$ cat config.mk
export PLATFORM = sky130hd
export DESIGN_NAME = pin_mode_device_flat
export DESIGN_NICKNAME = d
export VERILOG_FILES = /design/src/pin_mode_pkg.sv /design/src/pin_link_if.sv /design/src/pin_mode_device.sv /design/src/flat_wrapper.sv
export SDC_FILE = /design/constraint.sdc
export NUM_CORES = 1
export LEC_CHECK = 0
export ABC_AREA = 1
export BUFFER_PORTS_ARGS = -buffer_cell sky130_fd_sc_hd__buf_2
export CAP_MARGIN = 25
export CORE_ASPECT_RATIO = 0.6
export CORE_MARGIN = 2
export CORE_UTILIZATION = 35
export DETAILED_ROUTE_END_ITERATION = 7
export SYNTH_ARGS = -nofsm -noshare
export SYNTH_HDL_FRONTEND = slang
export SYNTH_SLANG_ARGS = --single-unit
export TNS_END_PERCENT = 10
$ cat constraint.sdc
create_clock -name ref_clk_in -period 5.1 [get_ports ref_clk_in]
set_clock_uncertainty 0.15 [all_clocks]
set_input_delay 0 -clock ref_clk_in [delete_from_list [all_inputs] [get_ports ref_clk_in]]
set_output_delay 0 -clock ref_clk_in [all_outputs]
set_load 0.05 [all_outputs]
$ cat src/pin_mode_pkg.sv
// shared constants for the reset/debug pin mode select ends
package pin_mode_pkg;
  // ----------------------------------------
  // timing
  // ----------------------------------------
  localparam int BIT_CYCLES      = 16;
  localparam int SPEEDUP_CYCLES  = 1;
  localparam int SAMPLE_CYCLE    = 8;
  localparam int LOW_ONE_CYCLES  = 4;
  localparam int LOW_ZERO_CYCLES = 13;
  localparam int FIX_DIV         = 4;
  // ----------------------------------------
  // reset values
  // ----------------------------------------
  localparam logic RESET_PIN_ENABLE_RST = 1'b0;
  localparam logic DEBUG_PIN_ENABLE_RST = 1'b1;

  typedef enum logic {RUN_MODE, BACKGROUND_MODE} boot_mode_t;
endpackage

$ cat src/pin_link_if.sv
// pins between the device and the debug host / external reset source
`timescale 1ns/1ps
interface pin_link_if;
  logic a2_host_out;
  logic a2_host_oe;
  logic a2_dev_pullup;
  logic a3_dev_out;
  logic a3_dev_oe;
  logic a3_dev_pullup;
  logic a3_host_out;
  logic a3_host_oe;
  logic a2_level;
  logic a3_level;

  modport device (
    input  a2_level,
    input  a3_level,
    output a2_dev_pullup,
    output a3_dev_out,
    output a3_dev_oe,
    output a3_dev_pullup
  );
  modport host (
    input  a2_level,
    input  a3_level,
    output a2_host_out,
    output a2_host_oe,
    output a3_host_out,
    output a3_host_oe
  );
endinterface

$ cat src/pin_mode_device.sv
// device end: bus clock, port a bit 2/3 pin function and boot mode, debug bit engine
// Functional notes
// - bus clock is half the clock source
// - fixed clock synchronized, at most half bus
// - bit 2 pin is input after power-on
// - reset-pin-enable turns bit 2 into reset
// - reset function sticks until power-on reset
// - low level on reset pin resets device
// - reset pin gets pullup automatically
// - bit 3 is mode select in reset, then debug
// - pullup on bit 3 in debug/mode role
// - bit 3 output-only after debug-pin-enable cleared
// - high mode select gives run mode
// - low mode select gives background mode
// - each debug bit lasts 16 debug clocks
// - debug controller runs at bus clock
// - pseudo open-drain with driven speedup pulse
// - other shared pins are plain inputs
// - highest-priority pin function wins
`timescale 1ns/1ps
module pin_mode_device
  import pin_mode_pkg::*;
#(
  parameter int BITS = pin_mode_pkg::BIT_CYCLES
) (
  // clock and reset
  input  wire logic                 ref_clk_in,
  input  wire logic                 reset_in,
  input  wire logic                 por_in,
  // system options register bits and port data
  input  wire logic                 reset_pin_enable_in,
  input  wire logic                 debug_pin_enable_in,
  input  wire logic                 port_a_bit3_data_in,
  // debug transmit request
  input  wire logic                 tx_valid_in,
  input  wire logic                 tx_bit_in,
  // pins
  pin_link_if.device                link,
  // status
  output logic                      bus_clk_en_out,
  output logic                      fix_clk_en_out,
  output logic                      system_reset_out,
  output pin_mode_pkg::boot_mode_t  boot_mode_out,
  output logic                      port_a_bit2_in_out,
  output logic                      other_pins_pull_out,
  output logic                      tx_ready_out,
  output logic                      rx_valid_out,
  output logic                      rx_bit_out
);
  import pin_mode_pkg::*;

  // ----------------------------------------
  // pin synchronisers
  // ----------------------------------------
  logic a2_meta, a2_sync, a3_meta, a3_sync, a3_prev;
  logic next_a2_meta, next_a2_sync, next_a3_meta, next_a3_sync, next_a3_prev;

  always_comb begin
    next_a2_meta = link.a2_level;
    next_a2_sync = a2_meta;
    next_a3_meta = link.a3_level;
    next_a3_sync = a3_meta;
    next_a3_prev = a3_sync;
  end

  // no reset: the mode select level must reach the boot latch while power-on reset is high
  always_ff @(posedge ref_clk_in) begin
    a2_meta <= next_a2_meta;
    a2_sync <= next_a2_sync;
    a3_meta <= next_a3_meta;
    a3_sync <= next_a3_sync;
    a3_prev <= next_a3_prev;
  end

  // ----------------------------------------
  // bus and fixed clock enables
  // ----------------------------------------
  // bus clock is a one-in-two enable so everything stays on ref_clk_in
  logic       bus_phase, next_bus_phase;
  logic [2:0] fix_cnt, next_fix_cnt;

  always_comb begin
    next_bus_phase = ~bus_phase;
    next_fix_cnt   = fix_cnt;
    if (bus_phase) begin
      next_fix_cnt = (fix_cnt == 3'(FIX_DIV - 1)) ? 3'h0 : fix_cnt + 3'h1;
    end
  end

  always_ff @(posedge ref_clk_in) begin
    if (reset_in) begin
      bus_phase <= 1'b0;
      fix_cnt   <= 3'h0;
    end else begin
      bus_phase <= next_bus_phase;
      fix_cnt   <= next_fix_cnt;
    end
  end

  assign bus_clk_en_out = bus_phase;
  // fixed clock is generated from the bus enable, so it is synchronous by design
  assign fix_clk_en_out = bus_phase && (fix_cnt == 3'(FIX_DIV - 1));

  // ----------------------------------------
  // reset pin function
  // ----------------------------------------
  logic rst_pin_mode, next_rst_pin_mode;

  always_comb begin
    next_rst_pin_mode = rst_pin_mode | reset_pin_enable_in;
  end

  // only power-on reset clears it, a pin reset must not undo itself
  always_ff @(posedge ref_clk_in) begin
    if (por_in) begin
      rst_pin_mode <= RESET_PIN_ENABLE_RST;
    end else begin
      rst_pin_mode <= next_rst_pin_mode;
    end
  end

  assign system_reset_out    = reset_in | por_in | (rst_pin_mode & ~a2_sync);
  assign link.a2_dev_pullup  = rst_pin_mode;
  assign port_a_bit2_in_out  = rst_pin_mode ? 1'b0 : a2_sync;
  assign other_pins_pull_out = 1'b0;

  // ----------------------------------------
  // boot mode and bit 3 function
  // ----------------------------------------
  boot_mode_t mode, next_mode;
  logic       in_reset_d, next_in_reset_d;

  always_comb begin
    next_in_reset_d = system_reset_out;
    next_mode       = mode;
    if (in_reset_d && !system_reset_out) begin
      next_mode = a3_sync ? RUN_MODE : BACKGROUND_MODE;
    end
  end

  always_ff @(posedge ref_clk_in) begin
    if (por_in) begin
      mode       <= RUN_MODE;
      in_reset_d <= 1'b1;
    end else begin
      mode       <= next_mode;
      in_reset_d <= next_in_reset_d;
    end
  end

  assign boot_mode_out = mode;

  logic debug_role;
  // debug/mode select outranks the output-only port function
  assign debug_role         = system_reset_out | debug_pin_enable_in;
  assign link.a3_dev_pullup = debug_role;

  // ----------------------------------------
  // debug bit engine, ticks on bus clock
  // ----------------------------------------
  typedef enum {IDLE, TX_LOW, TX_SPEED, TX_REST, RX_WAIT, RX_REST} bit_state_t;
  bit_state_t st, next_st;
  logic [4:0] cnt, next_cnt;
  logic       bitv, next_bitv;
  logic       rxv, next_rxv;
  logic       rxb, next_rxb;
  logic       active;

  assign active = debug_role && !system_reset_out;

  always_comb begin
    next_st   = st;
    next_cnt  = cnt;
    next_bitv = bitv;
    next_rxv  = 1'b0;
    next_rxb  = rxb;
    if (!active) begin
      next_st = IDLE;
    end else if (st == IDLE) begin
      // taken on a bus tick only, so every sent bit spans whole bus cycles
      if (bus_phase && tx_valid_in) begin
        next_st   = TX_LOW;
        next_cnt  = 5'h0;
        next_bitv = tx_bit_in;
      end else if (a3_prev && !a3_sync) begin
        // the edge stands one clock, so it is looked for on every clock
        next_st  = RX_WAIT;
        next_cnt = 5'h1;
      end
    end else if (bus_phase) begin
      next_cnt = cnt + 5'h1;
      case (st)
        TX_LOW: begin
          if (cnt == 5'(bitv ? LOW_ONE_CYCLES - 1 : LOW_ZERO_CYCLES - 1)) begin
            next_st = TX_SPEED;
          end
        end
        TX_SPEED: begin
          if (cnt == 5'(bitv ? LOW_ONE_CYCLES + SPEEDUP_CYCLES - 1 : LOW_ZERO_CYCLES + SPEEDUP_CYCLES - 1)) begin
            next_st = TX_REST;
          end
        end
        TX_REST: begin
          if (cnt == 5'(BITS - 1)) begin
            next_st = IDLE;
          end
        end
        RX_WAIT: begin
          if (cnt == 5'(SAMPLE_CYCLE)) begin
            next_st  = RX_REST;
            next_rxv = 1'b1;
            next_rxb = a3_sync;
          end
        end
        RX_REST: begin
          if (cnt == 5'(BITS - 1)) begin
            next_st = IDLE;
          end
        end
        default: next_st = IDLE;
      endcase
    end
  end

  always_ff @(posedge ref_clk_in) begin
    if (reset_in || por_in) begin
      st   <= IDLE;
      cnt  <= 5'h0;
      bitv <= 1'b0;
      rxv  <= 1'b0;
      rxb  <= 1'b0;
    end else begin
      st   <= next_st;
      cnt  <= next_cnt;
      bitv <= next_bitv;
      rxv  <= next_rxv;
      rxb  <= next_rxb;
    end
  end

  assign tx_ready_out = active && (st == IDLE) && bus_phase;
  assign rx_valid_out = rxv;
  assign rx_bit_out   = rxb;

  // low is driven, then a short driven-high speedup, then the pullup holds it
  always_comb begin
    link.a3_dev_out = 1'b0;
    link.a3_dev_oe  = 1'b0;
    if (debug_role) begin
      link.a3_dev_oe  = (st == TX_LOW) || (st == TX_SPEED);
      link.a3_dev_out = (st == TX_SPEED);
    end else begin
      link.a3_dev_oe  = 1'b1;
      link.a3_dev_out = port_a_bit3_data_in;
    end
  end
endmodule

$ cat src/flat_wrapper.sv
// flat-port wrapper written by rule: the top's interface ports become plain ports
module pin_mode_device_flat import pin_mode_pkg::*;
#(
  parameter int BITS = pin_mode_pkg::BIT_CYCLES
)
  (ref_clk_in, reset_in, por_in, reset_pin_enable_in, debug_pin_enable_in, port_a_bit3_data_in, tx_valid_in, tx_bit_in, bus_clk_en_out, fix_clk_en_out, system_reset_out, boot_mode_out, port_a_bit2_in_out, other_pins_pull_out, tx_ready_out, rx_valid_out, rx_bit_out, link_a2_level, link_a3_level, link_a2_dev_pullup, link_a3_dev_out, link_a3_dev_oe, link_a3_dev_pullup);
  pin_link_if link_i ();
  input  wire logic ref_clk_in;
  input  wire logic reset_in;
  input  wire logic por_in;
  input  wire logic reset_pin_enable_in;
  input  wire logic debug_pin_enable_in;
  input  wire logic port_a_bit3_data_in;
  input  wire logic tx_valid_in;
  input  wire logic tx_bit_in;
  output logic bus_clk_en_out;
  output logic fix_clk_en_out;
  output logic system_reset_out;
  output pin_mode_pkg::boot_mode_t boot_mode_out;
  output logic port_a_bit2_in_out;
  output logic other_pins_pull_out;
  output logic tx_ready_out;
  output logic rx_valid_out;
  output logic rx_bit_out;
  input wire logic [$bits(link_i.a2_level)-1:0] link_a2_level;
  input wire logic [$bits(link_i.a3_level)-1:0] link_a3_level;
  output wire logic [$bits(link_i.a2_dev_pullup)-1:0] link_a2_dev_pullup;
  output wire logic [$bits(link_i.a3_dev_out)-1:0] link_a3_dev_out;
  output wire logic [$bits(link_i.a3_dev_oe)-1:0] link_a3_dev_oe;
  output wire logic [$bits(link_i.a3_dev_pullup)-1:0] link_a3_dev_pullup;
  assign link_i.a2_level = link_a2_level;
  assign link_i.a3_level = link_a3_level;
  assign link_a2_dev_pullup = link_i.a2_dev_pullup;
  assign link_a3_dev_out = link_i.a3_dev_out;
  assign link_a3_dev_oe = link_i.a3_dev_oe;
  assign link_a3_dev_pullup = link_i.a3_dev_pullup;
  pin_mode_device #(.BITS(BITS)) u_core (.ref_clk_in(ref_clk_in), .reset_in(reset_in), .por_in(por_in), .reset_pin_enable_in(reset_pin_enable_in), .debug_pin_enable_in(debug_pin_enable_in), .port_a_bit3_data_in(port_a_bit3_data_in), .tx_valid_in(tx_valid_in), .tx_bit_in(tx_bit_in), .link(link_i), .bus_clk_en_out(bus_clk_en_out), .fix_clk_en_out(fix_clk_en_out), .system_reset_out(system_reset_out), .boot_mode_out(boot_mode_out), .port_a_bit2_in_out(port_a_bit2_in_out), .other_pins_pull_out(other_pins_pull_out), .tx_ready_out(tx_ready_out), .rx_valid_out(rx_valid_out), .rx_bit_out(rx_bit_out));
endmodule
; Word level (Yosys, flattened, before mapping)
; Index checks and enable logic that the tools add are counted.
[totals]
reg_bits = 52
in_bits = 10
out_inout_bits = 13
word_cells = 85
[classes]
n_addsub = 2
eq_ne = 17
n_mux = 21
bitwise = 10
reduce_logical = 20
[ops]
columns = cell, n
row1 = 32-bit 2-to-1 mux, 8
row2 = 32-bit case mux with 4 select lines, 1
row3 = 32-bit by 2-bit equality test with 1-bit output (second input constant), 3
row4 = 32-bit by 3-bit equality test with 1-bit output (second input constant), 3
row5 = 32-bit by 1-bit equality test with 1-bit output (second input constant), 1
row6 = 32-bit logical NOT, 1
row7 = 5-bit 2-to-1 mux, 4
row8 = 3-bit by 1-bit inequality test with 1-bit output (second input constant), 4
row9 = 5-bit by 4-bit equality test with 1-bit output (second input constant), 2
row10 = 5-bit equality test, 2
row11 = 4-bit 2-to-1 mux, 2
row12 = 1-bit logical AND, 7
row13 = 3-bit AND reduction, 2
row14 = 6-bit AND reduction, 1
row15 = 5-bit by 1-bit adder with 5-bit output (second input constant), 1
row16 = 1-bit 2-to-1 mux, 5
row17 = 1-bit NOT, 5
row18 = 5-bit AND reduction, 1
row19 = 5-bit OR reduction, 1
row20 = 1-bit bitwise OR, 4
row21 = 2-bit OR reduction, 2
row22 = 3-bit by 1-bit adder with 3-bit output (second input constant), 1
row23 = 3-bit by 2-bit equality test with 1-bit output (second input constant), 1
row24 = 3-bit 2-to-1 mux, 1
row25 = 5 further kinds, 7

; Logic depth before layout (Yosys ltp)
[depth]
ltp_word = 7
depth_mapped = 12
ltp_nobuf = 12

; Worst setup path after synthesis
; Ideal clock, no wire load.
[synth_path]
path_kind = register to output
startpoint = register u_core.rst_pin_mode, in the netlist u_core.link.a2_dev_pullup
endpoint = output link_a3_dev_out
arrival_time_ns = 2.489
t_required_ns = 4.950
slack_ns = 2.461
path_stages_with_launch = 7
path_buffers = 0
cell_sequence = dfxtp_1 > nand2_1 > nand2_2 > inv_1 > nand2_1 > nor2_1 > a21oi_1
[synth_via]
elab_chain_cells = 4
[synth_lines]
columns = item, line_no
row1 = "start, declared", pin_mode_device.sv:107  ; logic rst_pin_mode, next_rst_pin_mode;
row2 = "start signal, assigned", pin_mode_device.sv:118  ; rst_pin_mode <= next_rst_pin_mode;
row3 = 1-bit AND, pin_mode_device.sv:122  ; assign system_reset_out = reset_in | por_in | (rst_pin_mode & ~a2_sync);
row4 = 1-bit bitwise OR, pin_mode_device.sv:122
row5 = net system_reset_out, flat_wrapper.sv:18  ; output logic system_reset_out;
row6 = 1-bit bitwise OR, pin_mode_device.sv:155  ; assign debug_role = system_reset_out | debug_pin_enable_in;
row7 = net link_a3_dev_pullup, flat_wrapper.sv:30  ; output wire logic [$bits(link_i.a3_dev_pullup)-1:0] link_a3_dev_pullup;
row8 = 1-bit 2-to-1 mux, pin_mode_device.sv:249  ; if (debug_role) begin
row9 = "end, declared", flat_wrapper.sv:28  ; output wire logic [$bits(link_i.a3_dev_out)-1:0] link_a3_dev_out;
; The timed path passes the listed nets, and every way through them passes these cells.

; Final worst setup path
[layout_path]
startpoint = input reset_in
endpoint = output link_a3_dev_out
[layout_via]
elab_chain_cells = 4
[layout_lines]
columns = item, line_no
row1 = "start, declared", flat_wrapper.sv:9  ; input wire logic reset_in;
row2 = 1-bit bitwise OR (2 in a row), pin_mode_device.sv:122
row3 = 1-bit bitwise OR, pin_mode_device.sv:155
row4 = 1-bit 2-to-1 mux, pin_mode_device.sv:249
; No other way between the ends.

==> key figures <==
Yosys
  • Post-synth top area cell: dfxtp_1
  • Yosys warns: 0
  • Syn avg cell area: 6.82 sq um
  • Number of synthesized flops with an enable pin: 0
  • Yosys top cell area share: a little under two fifths
  • Yosys reg bits: 23
  • Sequential area share after synthesis: 38.1%
  • Top_reg_cell synth: dfxtp_1
  • Syn Inst Count: 177
  • Largest cells by area after synthesis: dfxtp_1 (38%), nand2_1 (13%), nor2_1 (11%), inv_1 (6.2%), ha_1 (4.1%)
  • Synthesized cell area: 1210 sq um
  • Distinct cell type count after synthesis: 25
  • Mapped Nets: 191
  • Async S/R FF share, synth: 0%

Detailed routing
  • Vias: 1058
  • TritonRoute pass-1 iters: 4
  • First DRT Iteration DRCs: 47
  • Vias per inst: around 4.2
  • Final WL: 2.46 mm
  • ANT nets after route: 0
  • Drt wl/cell: 9.88 um
  • # DRC: 0

Placement
  • Final Wtd Congestion: 0.797
  • Placed Cells: 239
  • Hpwl dp: 1.92 mm
  • IO buf count: 21

Power
  • P_leak: 0.683 nW
  • Sequential power share: 51.3%
  • Switching Share: between 20% and 30%
  • Clk pwr share: 30.2%
  • Pint: 0.264 mW
  • Logic pwr share: between 10% and 20%
  • NetSw: 0.109 mW
  • Max rail drop VDD: 146 uV
  • Power Density: about 260 nW/um^2

STA
  • RSZ-0062 raised after global routing: false
  • Final setup fails: 0
  • TNS Setup: 0 ns
  • Fin crit period: 1.83 ns
  • Max Slew Vio Count: 0
  • Final Cycle Share: a little over a third
  • Final Hold Viols: 0
  • Fmax: 547 MHz

Min path
  • Hold Crit Class: in2reg

Clock tree
  • Worst-path clk slew: 0.08 ns
  • CTS tree: yes
  • Clock tree buffer depth: 2
  • # resized after CTS: 0
  • CTS sink count: 23
  • CTS root buf: clkbuf_8
  • Cts bufs inserted: 3
  • Clk Latency, worst-skew pair: 0.26 ns
  • # H-tree levels: 1

Finish
  • Register Area: 460 sq um
  • Nets: 219
  • N_diodes: 0
  • Area occupied by multi-input gates: 632 sq um
  • Share of cells above drive strength 1: 20.6%
  • # fillers: approximately 370
  • Final non-filler cell total: 249
  • Area Overhead vs Synth: 20.0%

Setup path
  • Setup crit end kind: output pin
  • Crit start category: primary input
  • WP data required: 4.95 ns
  • Arrival @ worst endpoint: 1.68 ns
  • Worst-path fanout max: 6
  • Setup CP Type: in2out

Global route
  • Largest net degree at the start of global routing: 13
  • Vias in the first global route: ~940
  • Initial antenna violation count: 0
  • Grt ovf: 0
  • GRT Total Usage: between 10 and 15%
  • First-pass GRT wire length: 4.23 mm

Run
  • Max Cap Viol: 0

Floorplan
  • CORE AREA: between 3000 and 4000 sq um
  • Initial Util: between 30% and 40%
  • Die Wd: 79.8 um
  • Die boundary height: 49.5 um
  • Die area: just under 4000 sq um
  • Top Ports: 23
  • Row count: 16

Status
  • Outcome: completed
-- placed cells by master, fill, tap and decap left out, types with 5 or more instances in the layout --
cell type / count
dlygate4sd3_1: 6
buf_2: 21
o21ai_0: 5
nand2_1: 42
a21oi_1: 9
dfxtp_1: 23
nor2_1: 35
nand2_2: 5
nand3_1: 9
inv_1: 20
-- worst max-delay path, cell delays in order --
cell and delay (ns):
dlygate4sd3_1 0.53, buf_2 0.17, nor2_4 0.18, nand2_2 0.14, inv_1 0.11, nand2_1 0.14, a21oi_1 0.15, buf_2 0.27
-- power by group through the flow --
stage	Clock, mW	Sequential, mW	Combinational [mW]
3_5_place_dp	0	0.195	0.0655
4_1_cts	0.117	0.191	0.0693
2_1_floorplan	0	0.198	0.0482
6_report	0.113	0.191	0.0687
5_1_grt	0.125	0.192	0.0765
3_3_place_gp	0	0.195	0.0654
-- registers in the layout, summed over array words and instances (netlist names) --
name	count
u_core.link.a2_dev_pullup	1
u_core.a2_sync	1
u_core.a3_sync	1
u_core.cnt	5
u_core.bitv	1
u_core.a3_prev	1
u_core.st	3
u_core.fix_cnt	3
u_core.a3_meta	1
u_core.in_reset_d	1
u_core.a2_meta	1
u_core.boot_mode_out	1
u_core.rx_bit_out	1
u_core.rx_valid_out	1
u_core.bus_clk_en_out	1
-- path summary, 6_finish.rpt --
kind / from / endpoint / slack (ns) / cells after the start
min: debug_pin_enable_in / u_core.st[0]$_SDFFE_PP0P_ / 0.06 / 5
max: reset_in / link_a3_dev_out / 3.27 / 8
max reg2reg: u_core.cnt[0]$_SDFFE_PP0P_ / u_core.st[2]$_SDFFE_PP0P_ / 3.30 / 12
min reg2reg: u_core.a2_meta$_DFF_P_ / u_core.a2_sync$_DFF_P_ / 0.18 / 0
-- metal layers --
metal	GRT usage (%)	up-vias	wire length (um)
li1	-	595	-
met1	21.2	431	1410
met2	18.6	30	854
met3	4.58	2	179
met4	2.54	0	13
met5	0	-	0
-- cells in the mapped netlist (2+ instances only) --
library cell / number
a21oi_1: 9
buf_4: 2
dfxtp_1: 23
ha_1: 4
inv_1: 20
inv_2: 4
nand2_1: 42
nand2_2: 5
nand3_1: 9
nand4_1: 2
nor2_1: 35
nor2_2: 3
nor2_4: 2
o21ai_0: 5
o21ai_1: 2
-- through the flow --
| step | area (sq um) | util [%] | power [mW] | hold WS (ns) | setup WS, ns |
|---|---|---|---|---|---|
| 2_1_floorplan | 1210 | - | 0.247 | -0.122 | 2.46 |
| 3_3_place_gp | 1340 | 40.9 | 0.261 | -0.0459 | 3.35 |
| 3_5_place_dp | 1340 | 40.9 | 0.261 | -0.0460 | 3.31 |
| 4_1_cts | 1450 | 44.1 | 0.377 | 0.0571 | 3.27 |
| 5_1_grt | 1450 | 44.1 | 0.394 | 0.0765 | 3.06 |
| 6_report | 1450 | 44.1 | 0.372 | 0.0611 | 3.27 |
-- logic make-up after synthesis --
| logic type | synth area share (%) |
|---|---|
| flops | 38.1 |
| buf+inv | 9.53 |
| compound gates | 8.60 |
| fa+ha+maj | 4.15 |
| xor+xnor | 0.726 |
| simple gates | 38.5 |
| other cells | 0.311 |
-- what timing repair did --
item | 4_1_cts | 5_1_grt
endpoints found under the hold margin | 16 | 0
hold buffers | 6 | 0
endpoints found under the setup margin | 0 | 0
buffers inserted | 0 | 0
-- layout make-up --
class / instances / area share [%]
clock buffer: 4 / 3.11
inverter: 24 / 6.22
multi-input combinational: 126 / 43.6
sequential: 23 / 31.8
tap: 45 / 3.89
timing repair buffer: 27 / 11.4
Power figures use the tool's default switching activity.
